**src/pkg/slcg_map.svh**
```systemverilog
// constants for the sleep-mode clock gating controller
`ifndef SLCG_MAP_SVH
`define SLCG_MAP_SVH
`define SLCG_SEL_IDLE      3'h0
`define SLCG_SEL_ADC_NR    3'h1
`define SLCG_SEL_PWR_DOWN  3'h2
`define SLCG_SEL_PWR_SAVE  3'h3
`define SLCG_SEL_STANDBY   3'h6
`define SLCG_SEL_EXT_STBY  3'h7
`define SLCG_SEL_DEEP      3'h5
`define SLCG_SEL_RESET     3'h0
`define SLCG_KEEP_RESET    3'h0
// gate vector bit positions
`define SLCG_G_CPU    0
`define SLCG_G_SRAM   1
`define SLCG_G_TMR    2
`define SLCG_G_SPI    3
`define SLCG_G_IRQ    4
`define SLCG_G_ADC    5
`define SLCG_G_ASYNC  6
`define SLCG_G_RCOSC  7
`define SLCG_G_MAIN   8
`define SLCG_G_WDT    9
`define SLCG_G_SYMC   10
`define SLCG_G_XOSC32 11
`define SLCG_G_LOGIC  12
`define SLCG_GATES    13
`define SLCG_ALL_ON   13'h1FFF
`endif

```
**src/pkg/slcg_pkg.sv**
```systemverilog
// types for the sleep-mode clock gating controller
package slcg_pkg;
   typedef enum logic [2:0] {
      SLCG_ACTIVE = 3'h1,
      SLCG_SLEEP  = 3'h2,
      SLCG_WAKE   = 3'h4
   } slcg_state_e;
   typedef logic [12:0] slcg_gate_t;
endpackage : slcg_pkg

```
**src/verilog/slcg_ctrl.sv**
```systemverilog
// sleep-mode clock gating controller top
// Function
// idle stops cpu, keeps sram timers spi irq
// power-down stops oscillator, keeps registers
// power-save keeps asynchronous timer running
// adc noise reduction keeps adc, async timer
// standby keeps rc oscillator running
// extended standby keeps rc oscillator, async timer
// deep sleep cuts logic, optional always-on keeps
// seven software selectable sleep modes
// software selects mode then requests sleep
// interrupt or reset wakes, restores clocks
`timescale 1ns/10ps
`include "slcg_map.svh"
module slcg_ctrl (
   input  wire logic              i_mclk,
   input  wire logic              i_rst,
   input  wire logic [2:0]        i_sel,
   input  wire logic              i_sel_we,
   input  wire logic              i_sleep_req,
   input  wire logic              i_keep_wdt,
   input  wire logic              i_keep_symc,
   input  wire logic              i_keep_xosc,
   input  wire logic              i_irq,
   output slcg_pkg::slcg_gate_t   o_gates,
   output logic                   o_asleep,
   output logic                   o_wake,
   output logic                   o_refused
);
   // controller state and the latched sleep selection
   slcg_pkg::slcg_state_e state;
   slcg_pkg::slcg_state_e next_state;
   logic [2:0]            sel;
   logic [2:0]            next_sel;

   // always-on requests: pins, frozen copy, and what the decode sees
   logic [2:0]            keep_live;
   logic [2:0]            keep_held;
   logic [2:0]            next_keep_held;
   logic [2:0]            keep_use;

   // decoded mode and the enables that follow from it
   slcg_pkg::slcg_gate_t  dec_gates;
   logic                  dec_valid;
   slcg_pkg::slcg_gate_t  next_gates;

   // qualified events and flags derived from the state
   logic                  is_active;
   logic                  is_asleep;
   logic                  sel_load;
   logic                  take_req;
   logic                  refuse_req;
   logic                  wake_evt;
   logic                  enter_sleep;
   logic                  enter_wake;

   // next values of the status outputs
   logic                  next_asleep;
   logic                  next_wake;
   logic                  next_refused;

   // state flags decoded once so every rule below reads the same view
   assign is_active = (state == slcg_pkg::SLCG_ACTIVE);
   assign is_asleep = (state == slcg_pkg::SLCG_SLEEP);

   // a code written while asleep is dropped so the running mode cannot shift
   assign sel_load = i_sel_we && !is_asleep;

   // an interrupt in the request cycle blocks entry: wake beats sleep
   assign take_req   = i_sleep_req && is_active && dec_valid && !i_irq;
   assign refuse_req = i_sleep_req && is_active && !dec_valid;
   assign wake_evt   = is_asleep && i_irq;

   // pin order matches the bit order of the frozen copy
   assign keep_live = {i_keep_xosc, i_keep_symc, i_keep_wdt};

   // the decode sees the frozen requests while asleep, the pins otherwise
   assign keep_use = is_asleep ? keep_held : keep_live;

   // seven codes decode to modes, the rest are refused
   slcg_mode_decode slcg_mode_decode_inst (
      .i_sel       (sel),
      .i_keep_wdt  (keep_use[0]),
      .i_keep_symc (keep_use[1]),
      .i_keep_xosc (keep_use[2]),
      .o_gates     (dec_gates),
      .o_valid     (dec_valid)
   );

   // next mode code: hold unless a write is accepted
   always_comb begin
      next_sel = sel;
      if (sel_load) begin
         next_sel = i_sel;
      end else begin
         next_sel = sel;
      end
   end

   // selection is latched; it does nothing until a sleep request
   always_ff @(posedge i_mclk) begin
      if (i_rst) begin
         sel <= `SLCG_SEL_RESET;
      end else begin
         sel <= next_sel;
      end
   end

   // requests frozen at entry: a pin that moves mid-sleep cannot stop
   // a domain that software asked to keep; new values count next sleep
   always_comb begin
      next_keep_held = keep_held;
      if (take_req) begin
         next_keep_held = keep_live;
      end else begin
         next_keep_held = keep_held;
      end
   end

   // frozen always-on requests
   always_ff @(posedge i_mclk) begin
      if (i_rst) begin
         keep_held <= `SLCG_KEEP_RESET;
      end else begin
         keep_held <= next_keep_held;
      end
   end

   // wake beats a sleep request in the same cycle so no interrupt is lost
   always_comb begin
      next_state = state;
      case (state)
         slcg_pkg::SLCG_ACTIVE: begin
            if (take_req) begin
               next_state = slcg_pkg::SLCG_SLEEP;
            end else begin
               next_state = slcg_pkg::SLCG_ACTIVE;
            end
         end
         slcg_pkg::SLCG_SLEEP: begin
            if (wake_evt) begin
               next_state = slcg_pkg::SLCG_WAKE;
            end else begin
               next_state = slcg_pkg::SLCG_SLEEP;
            end
         end
         slcg_pkg::SLCG_WAKE: begin
            // one fully clocked cycle before code runs again
            next_state = slcg_pkg::SLCG_ACTIVE;
         end
         default: begin
            // an illegal code recovers to the safe, fully clocked state
            next_state = slcg_pkg::SLCG_ACTIVE;
         end
      endcase
   end

   // controller state; any reset lands fully awake
   always_ff @(posedge i_mclk) begin
      if (i_rst) begin
         state <= slcg_pkg::SLCG_ACTIVE;
      end else begin
         state <= next_state;
      end
   end

   // where the next edge goes decides both the enables and the status
   assign enter_sleep = (next_state == slcg_pkg::SLCG_SLEEP);
   assign enter_wake  = (next_state == slcg_pkg::SLCG_WAKE);

   // one enable per domain: the decoded value in sleep, on otherwise;
   // a loop keeps the per-domain logic uniform as domains are added
   genvar dom;
   generate
      for (dom = 0; dom < `SLCG_GATES; dom = dom + 1) begin : g_dom
         assign next_gates[dom] = enter_sleep ? dec_gates[dom] : 1'b1;
      end
   endgenerate

   // gate vector registered: glitch-free enables for the clock gates
   always_ff @(posedge i_mclk) begin
      if (i_rst) begin
         o_gates <= `SLCG_ALL_ON;
      end else begin
         o_gates <= next_gates;
      end
   end

   // status next values; the wake pulse lasts one cycle as the state moves on, refusal stays high while the request is held
   always_comb begin
      next_asleep  = enter_sleep;
      next_wake    = enter_wake;
      next_refused = refuse_req;
   end

   // sleep flag, high for as long as a mode is held
   always_ff @(posedge i_mclk) begin
      if (i_rst) begin
         o_asleep <= 1'b0;
      end else begin
         o_asleep <= next_asleep;
      end
   end

   // wake pulse: the cycle after the interrupt, every domain back on
   always_ff @(posedge i_mclk) begin
      if (i_rst) begin
         o_wake <= 1'b0;
      end else begin
         o_wake <= next_wake;
      end
   end

   // refusal pulse for a reserved code; the request itself is dropped,
   // so software must write a valid code and ask again
   always_ff @(posedge i_mclk) begin
      if (i_rst) begin
         o_refused <= 1'b0;
      end else begin
         o_refused <= next_refused;
      end
   end
endmodule : slcg_ctrl

```
**src/verilog/slcg_mode_decode.sv**
```systemverilog
// decode of a sleep selection into the set of domains that stay enabled
`timescale 1ns/10ps
`include "slcg_map.svh"
module slcg_mode_decode (
   input  wire logic [2:0]         i_sel,
   input  wire logic               i_keep_wdt,
   input  wire logic               i_keep_symc,
   input  wire logic               i_keep_xosc,
   output slcg_pkg::slcg_gate_t    o_gates,
   output logic                    o_valid
);
   // every domain not listed is stopped; register contents are retained by not cutting logic
   always_comb begin
      o_gates = '0;
      o_valid = 1'b1;
      o_gates[`SLCG_G_LOGIC] = 1'b1;          // retention held in every mode but deep sleep
      o_gates[`SLCG_G_WDT]   = i_keep_wdt;   // watchdog runs on its own oscillator
      case (i_sel)
         `SLCG_SEL_IDLE: begin
            o_gates[`SLCG_G_MAIN] = 1'b1;
            o_gates[`SLCG_G_SRAM] = 1'b1;
            o_gates[`SLCG_G_TMR]  = 1'b1;
            o_gates[`SLCG_G_SPI]  = 1'b1;
            o_gates[`SLCG_G_IRQ]  = 1'b1;
            o_gates[`SLCG_G_ADC]  = 1'b1;
            o_gates[`SLCG_G_ASYNC] = 1'b1;
         end
         `SLCG_SEL_ADC_NR: begin
            o_gates[`SLCG_G_MAIN]  = 1'b1;
            o_gates[`SLCG_G_ADC]   = 1'b1;
            o_gates[`SLCG_G_ASYNC] = 1'b1;
            o_gates[`SLCG_G_IRQ]   = 1'b1;
         end
         `SLCG_SEL_PWR_DOWN: begin
            o_gates[`SLCG_G_IRQ] = 1'b1;
         end
         `SLCG_SEL_PWR_SAVE: begin
            o_gates[`SLCG_G_IRQ]   = 1'b1;
            o_gates[`SLCG_G_ASYNC] = 1'b1;
         end
         `SLCG_SEL_STANDBY: begin
            o_gates[`SLCG_G_IRQ]   = 1'b1;
            o_gates[`SLCG_G_RCOSC] = 1'b1;
         end
         `SLCG_SEL_EXT_STBY: begin
            o_gates[`SLCG_G_IRQ]   = 1'b1;
            o_gates[`SLCG_G_RCOSC] = 1'b1;
            o_gates[`SLCG_G_ASYNC] = 1'b1;
         end
         `SLCG_SEL_DEEP: begin
            o_gates[`SLCG_G_LOGIC]  = 1'b0;
            o_gates[`SLCG_G_IRQ]    = 1'b1;
            o_gates[`SLCG_G_SYMC]   = i_keep_symc;
            o_gates[`SLCG_G_XOSC32] = i_keep_xosc;
         end
         default: begin
            // reserved code: refuse the request, nothing is gated
            o_gates = `SLCG_ALL_ON;
            o_valid = 1'b0;
         end
      endcase
   end
endmodule : slcg_mode_decode

```
**config.mk**
```make
export PLATFORM = sky130hd
export DESIGN_NAME = slcg_ctrl
export DESIGN_NICKNAME = d
export VERILOG_FILES = /design/src/pkg/slcg_pkg.sv /design/src/verilog/slcg_ctrl.sv /design/src/verilog/slcg_mode_decode.sv
export VERILOG_INCLUDE_DIRS = /design/src /design/src/pkg
export SDC_FILE = /design/constraint.sdc
export NUM_CORES = 1
export LEC_CHECK = 0
export BUFFER_PORTS_ARGS = -buffer_cell sky130_fd_sc_hd__buf_2
export CAP_MARGIN = 20
export CORE_MARGIN = 2
export CORE_UTILIZATION = 23
export CTS_BUF_LIST = sky130_fd_sc_hd__clkbuf_2 sky130_fd_sc_hd__clkbuf_4 sky130_fd_sc_hd__clkbuf_8
export DETAILED_ROUTE_END_ITERATION = 8
export PLACE_DENSITY = 0.46
export SYNTH_ARGS = -nofsm -noshare
export SYNTH_HDL_FRONTEND = slang
export SYNTH_SLANG_ARGS = --single-unit
```
**constraint.sdc**
```tcl
create_clock -name i_mclk -period 2.21 [get_ports i_mclk]
set_input_delay 0.1105 -clock i_mclk [delete_from_list [all_inputs] [get_ports i_mclk]]
set_output_delay 0.1105 -clock i_mclk [all_outputs]
set_load 0.01 [all_outputs]
```
== Word-level counts from Yosys, hierarchy flattened ==
Cells that the tools add are included.

* Muxes and demuxes: 12
* Bitwise gates (word level): 2
* Eq/ne operators: 10
* Reductions and logical operators: 18

{| class="wikitable"
|+ Operators with widths
! kind !! count
|-
| equality test 3 x 2 -> 1 bit, second input constant || 4
|-
| equality test 3 bit, second input constant || 4
|-
| case mux 3 bit (2 select lines) || 2
|-
| OR reduction 6 bit || 2
|-
| OR reduction 5 bit || 2
|-
| two-way mux 3 bit || 3
|-
| OR reduction 7 bit || 1
|-
| equality test 3 x 1 -> 1 bit, second input constant || 2
|-
| logical AND 1 bit || 6
|-
| two-way mux 1 bit || 6
|-
| OR reduction 3 bit || 2
|-
| zero test 1 bit || 3
|-
| zero test 3 bit || 1
|-
| two-way mux 2 bit || 1
|-
| inverter 1 bit || 2
|-
| OR reduction 2 bit || 1
|}

* Bits of input ports: 11
* Output and inout port bits: 16
* Register bits: 24
* Logic and storage cells: 52

== Longest topological paths before layout ==
* Word-level depth: 10
* Mapped depth: 5
* Gate-level depth less buffers: 3

== By module ==
From an unflattened synthesis, not the netlist that was laid out.

* Cell total of the unflattened synthesis: 97
* Area, all modules: 997.2 µm²

{| class="wikitable"
|+ By module, submodules not included
! module !! times used !! cells an instance !! area each (µm²)
|-
| slcg_ctrl || 1 || 76 || 865.8
|-
| slcg_mode_decode || 1 || 21 || 131.4
|}

== Worst setup path after synthesis ==
No wires, ideal clock.

* Kind: flip-flop to flip-flop
* Start: register state[2]
* End: register o_gates[10]
* Arrival: 1.219 ns
* Path slack: 0.847 ns
* Period minus slack after synthesis: 1.363 ns
* Cell stages (with the launch flop): 6
* Cell sequence: dfxtp_1 > buf_2 > or3b_2 > buf_2 > nor3_1 > o31ai_1

* Word-level cells in the longest chain between the ends: 9

{| class="wikitable"
|+ Ends and longest elaborated chain
! what !! line !! text
|-
| start, declared || slcg_ctrl.sv:31 || <nowiki>slcg_pkg::slcg_state_e state;</nowiki>
|-
| start signal, assigned || slcg_ctrl.sv:161 || <nowiki>state <= slcg_pkg::SLCG_ACTIVE;</nowiki>
|-
| start signal, assigned || slcg_ctrl.sv:163 || <nowiki>state <= next_state;</nowiki>
|-
| equality test 3 x 1 -> 1 bit || slcg_ctrl.sv:63, slcg_ctrl.sv:132 ||
|-
| logical AND 1 bit (3 in a row) || slcg_ctrl.sv:70 || <nowiki>assign take_req = i_sleep_req && is_active && dec_valid && !i_irq;</nowiki>
|-
| two-way mux 2 bit || slcg_ctrl.sv:134 || <nowiki>if (take_req) begin</nowiki>
|-
| case mux 3 bit (2 select lines) || slcg_ctrl.sv:132 || <nowiki>case (state)</nowiki>
|-
| equality test 3 x 2 -> 1 bit || slcg_ctrl.sv:168 || <nowiki>assign enter_sleep = (next_state == slcg_pkg::SLCG_SLEEP);</nowiki>
|-
| inverter 1 bit (no source line) || n/a ||
|-
| OR reduction 2 bit (no source line) || n/a ||
|-
| end signal, assigned || slcg_ctrl.sv:183 || <nowiki>o_gates <= `SLCG_ALL_ON;</nowiki>
|-
| end signal, assigned || slcg_ctrl.sv:185 || <nowiki>o_gates <= next_gates;</nowiki>
|-
| end, declared || slcg_ctrl.sv:25 || <nowiki>output slcg_pkg::slcg_gate_t o_gates,</nowiki>
|}

Several ways; a longest one is shown, not always the timed one.
A chain may end at the register's enable or synchronous reset.

== Final worst setup path ==
* Start: register state[0]
* End: register o_gates[11]

Same word-level chain as after synthesis.

==> key figures <==
Setup path
  • Crit path max fanout: 9
  • Critical-path cell list: nand3b_4 > a2111oi_4 > o31ai_1
  • Critical path class: reg2reg
  • Worst EP arrival: 1.59 ns
  • Setup crit end kind: flip-flop
  • Required @ worst endpoint: 2.32 ns
  • CP max stage cell: a2111oi_4
  • CP max stage delay: 0.62 ns
  • Worst setup SP type: flip-flop

Power and ir drop
  • Power per cell area: 690 nW/um2
  • Worst VDD drop: 0.186 mV
  • Leakage: 0.000402 uW

Clock tree
  • Htree depth: 1
  • CTS tree: yes
  • Worst skew pair latency: 0.26 ns
  • CTS max path bufs: 2
  • Hold Buf Count CTS: 0
  • Postcts setup bufs: 0
  • Clk Tree Root Cell: clkbuf_8
  • Clock transition at path regs: 0.07 ns
  • CTS resizes: 0
  • CTS Buf Count: 3
  • Sink Count: 21

Floorplan
  • Total Die Area: 4250 um2
  • Starting Density: 0.237
  • Die H: 65.2 um
  • Die width: 65.2 um
  • Top Ports: 27
  • Num rows: 22
  • Core area: 3630 um2

Timing
  • Final setup vio count: 0
  • Count of final hold-check violations: 0
  • Crit share post-route: 0.669
  • Hold_ws: 0.0915 ns
  • RSZ-0062 raised after global routing: no
  • Slew @ Worst Pin: 0.572 ns
  • TNS Setup: 0 ns
  • Worst Skew: 0.00412 ns
  • Fmax: 677 MHz
  • Slew headroom: 0.618
  • Slew Limit Fails: 0
  • Crit path time final: 1.48 ns

Layout
  • Commonest non-fill, non-tap cell in the layout: buf_2
  • Share of cells above drive strength 1: 0.324
  • Diodes inserted: 0
  • Commonest cells after routing, fill and taps aside: buf_2, dfxtp_1, nand2b_1
  • Area Growth Syn to Fin: 23.0%
  • Nets: 120

Global route
  • Grt total ovfl: 0
  • First-pass GRT wire length: 2.77 mm
  • Tot GR Track Use: 0.0869
  • Vias in the first global route: 581
  • Largest net degree at the start of global routing: 17
  • Initial antenna violation count: 0

Outcome
  • Outcome: completed

Synthesis
  • Syn_nets: 96
  • Post-Syn Instances: 85
  • Yosys warning count: 0
  • Number of synthesized register bits: 21
  • Sequential fraction of the synthesis area: 0.488
  • Avg Inst Size Synth: 10.1 um2
  • Mapped cell area: 861 um2
  • Unique cell type count in the Yosys netlist: 28

Placed design
  • Post-DP HPWL: 1.23 mm
  • Final GP Congestion: 0.777
  • Port Buffers: 25

Detailed routing
  • Vias per cell: 4.22
  • Via count: 659
  • Residual DRC: 0
  • Pre-Repair DR Iteration Count: 4
  • Avg WL per Cell: 10.7 um
  • Routed WL: 1.68 mm
  • Initial DRC count: 18
  • Routed Antenna Nets: 0

Flow run
  • MaxCap Viol Count: 0

Min path
  • Worst hold-check path type: in2reg
[worst max-delay path: cells and delay by family (launching register included)]
family          cells  cell delay, ns
simple gates        1            0.14
compound gates      2            0.77
flops               1            0.42
[routing by layer]
layer / part of all wire / global-route usage / vias up
met5: 0 / 0 / -
met1: 0.50 / 0.122 / 292
met2: 0.42 / 0.119 / 27
li1: - / - / 338
met3: 0.064 / 0.0137 / 2
met4: 0.020 / 0.0625 / 0
[flip-flops by register name (all words and copies together), names as in the netlist]
name	cells
o_wake	1
keep_held	3
o_gates	9
o_asleep	1
o_refused	1
state	3
sel	3
[where the power goes]
part | internal, uW | switching [uW]
clock network | 140 | 118
logic | 33.7 | 37.3
registers | 392 | 9.58
total | 566 | 165
[area by class of cell]
class,count,area (um2)
clock buffers,4,48.8
fillers,407,2570
inverters,2,7.51
multi-input cells,55,389
flip-flops and latches,21,420
well taps,48,60.1
repair buffers,26,133
[stage by stage]
| step | util | worst slack [ns] | cell area (um2) | instances | power, uW |
|---|---|---|---|---|---|
| 3_5_place_dp | 0.278 | 0.717 | 1010 | 152 | 482 |
| 3_3_place_gp | 0.278 | 0.749 | 1010 | 152 | 482 |
| 5_1_grt | 0.291 | 0.591 | 1060 | 156 | 776 |
| 4_1_cts | 0.291 | 0.706 | 1060 | 156 | 746 |
| 6_report | 0.291 | 0.732 | 1060 | 156 | 731 |
| 2_1_floorplan | - | 0.847 | 861 | 85 | 455 |
[cell families (layout without fill, tap and decap cells)]
group,count (synthesis),after routing,share of synthesized area
AO/OA/AOI/OAI,15,15,0.131
buffers and inverters,9,32,0.0596
flip-flops,21,21,0.488
multiplexers,4,4,0.0480
other,1,1,0.00436
AND/OR/NAND/NOR,35,35,0.269
[Yosys cell counts, drive strengths merged]
library cell  count  area (um2)
a2111oi           3        45.1
a21o              1        7.51
a21oi             3        15.0
buf               6        40.0
clkbuf            1        3.75
conb              1        3.75
dfxtp            21         420
inv               2        7.51
mux2              1        11.3
mux2i             3        30.0
nand2             6        22.5
nand2b            9        56.3
nand3             4        20.0
nand3b            1        20.0
nand4             1        6.26
nor2              1        3.75
nor2b             2        12.5
nor3              4        20.0
nor3b             3        22.5
nor4              1        6.26
nor4b             1        23.8
o21ai             6        30.0
o31ai             2        15.0
or3b              2        17.5
[path summary, 6_finish.rpt]
path,from,end,slack [ns],cells after the start
max reg2reg,state[0]$_SDFF_PP1_,o_gates[11]$_SDFF_PP1_,0.73,3
min reg2reg,keep_held[1]$_SDFFE_PP0N_,keep_held[1]$_SDFFE_PP0N_,0.48,2
min,i_keep_wdt,o_gates[9]$_SDFF_PP1_,0.09,3
max,state[0]$_SDFF_PP1_,o_gates[11]$_SDFF_PP1_,0.73,3
No activity file was read; power rests on OpenSTA's default activity.
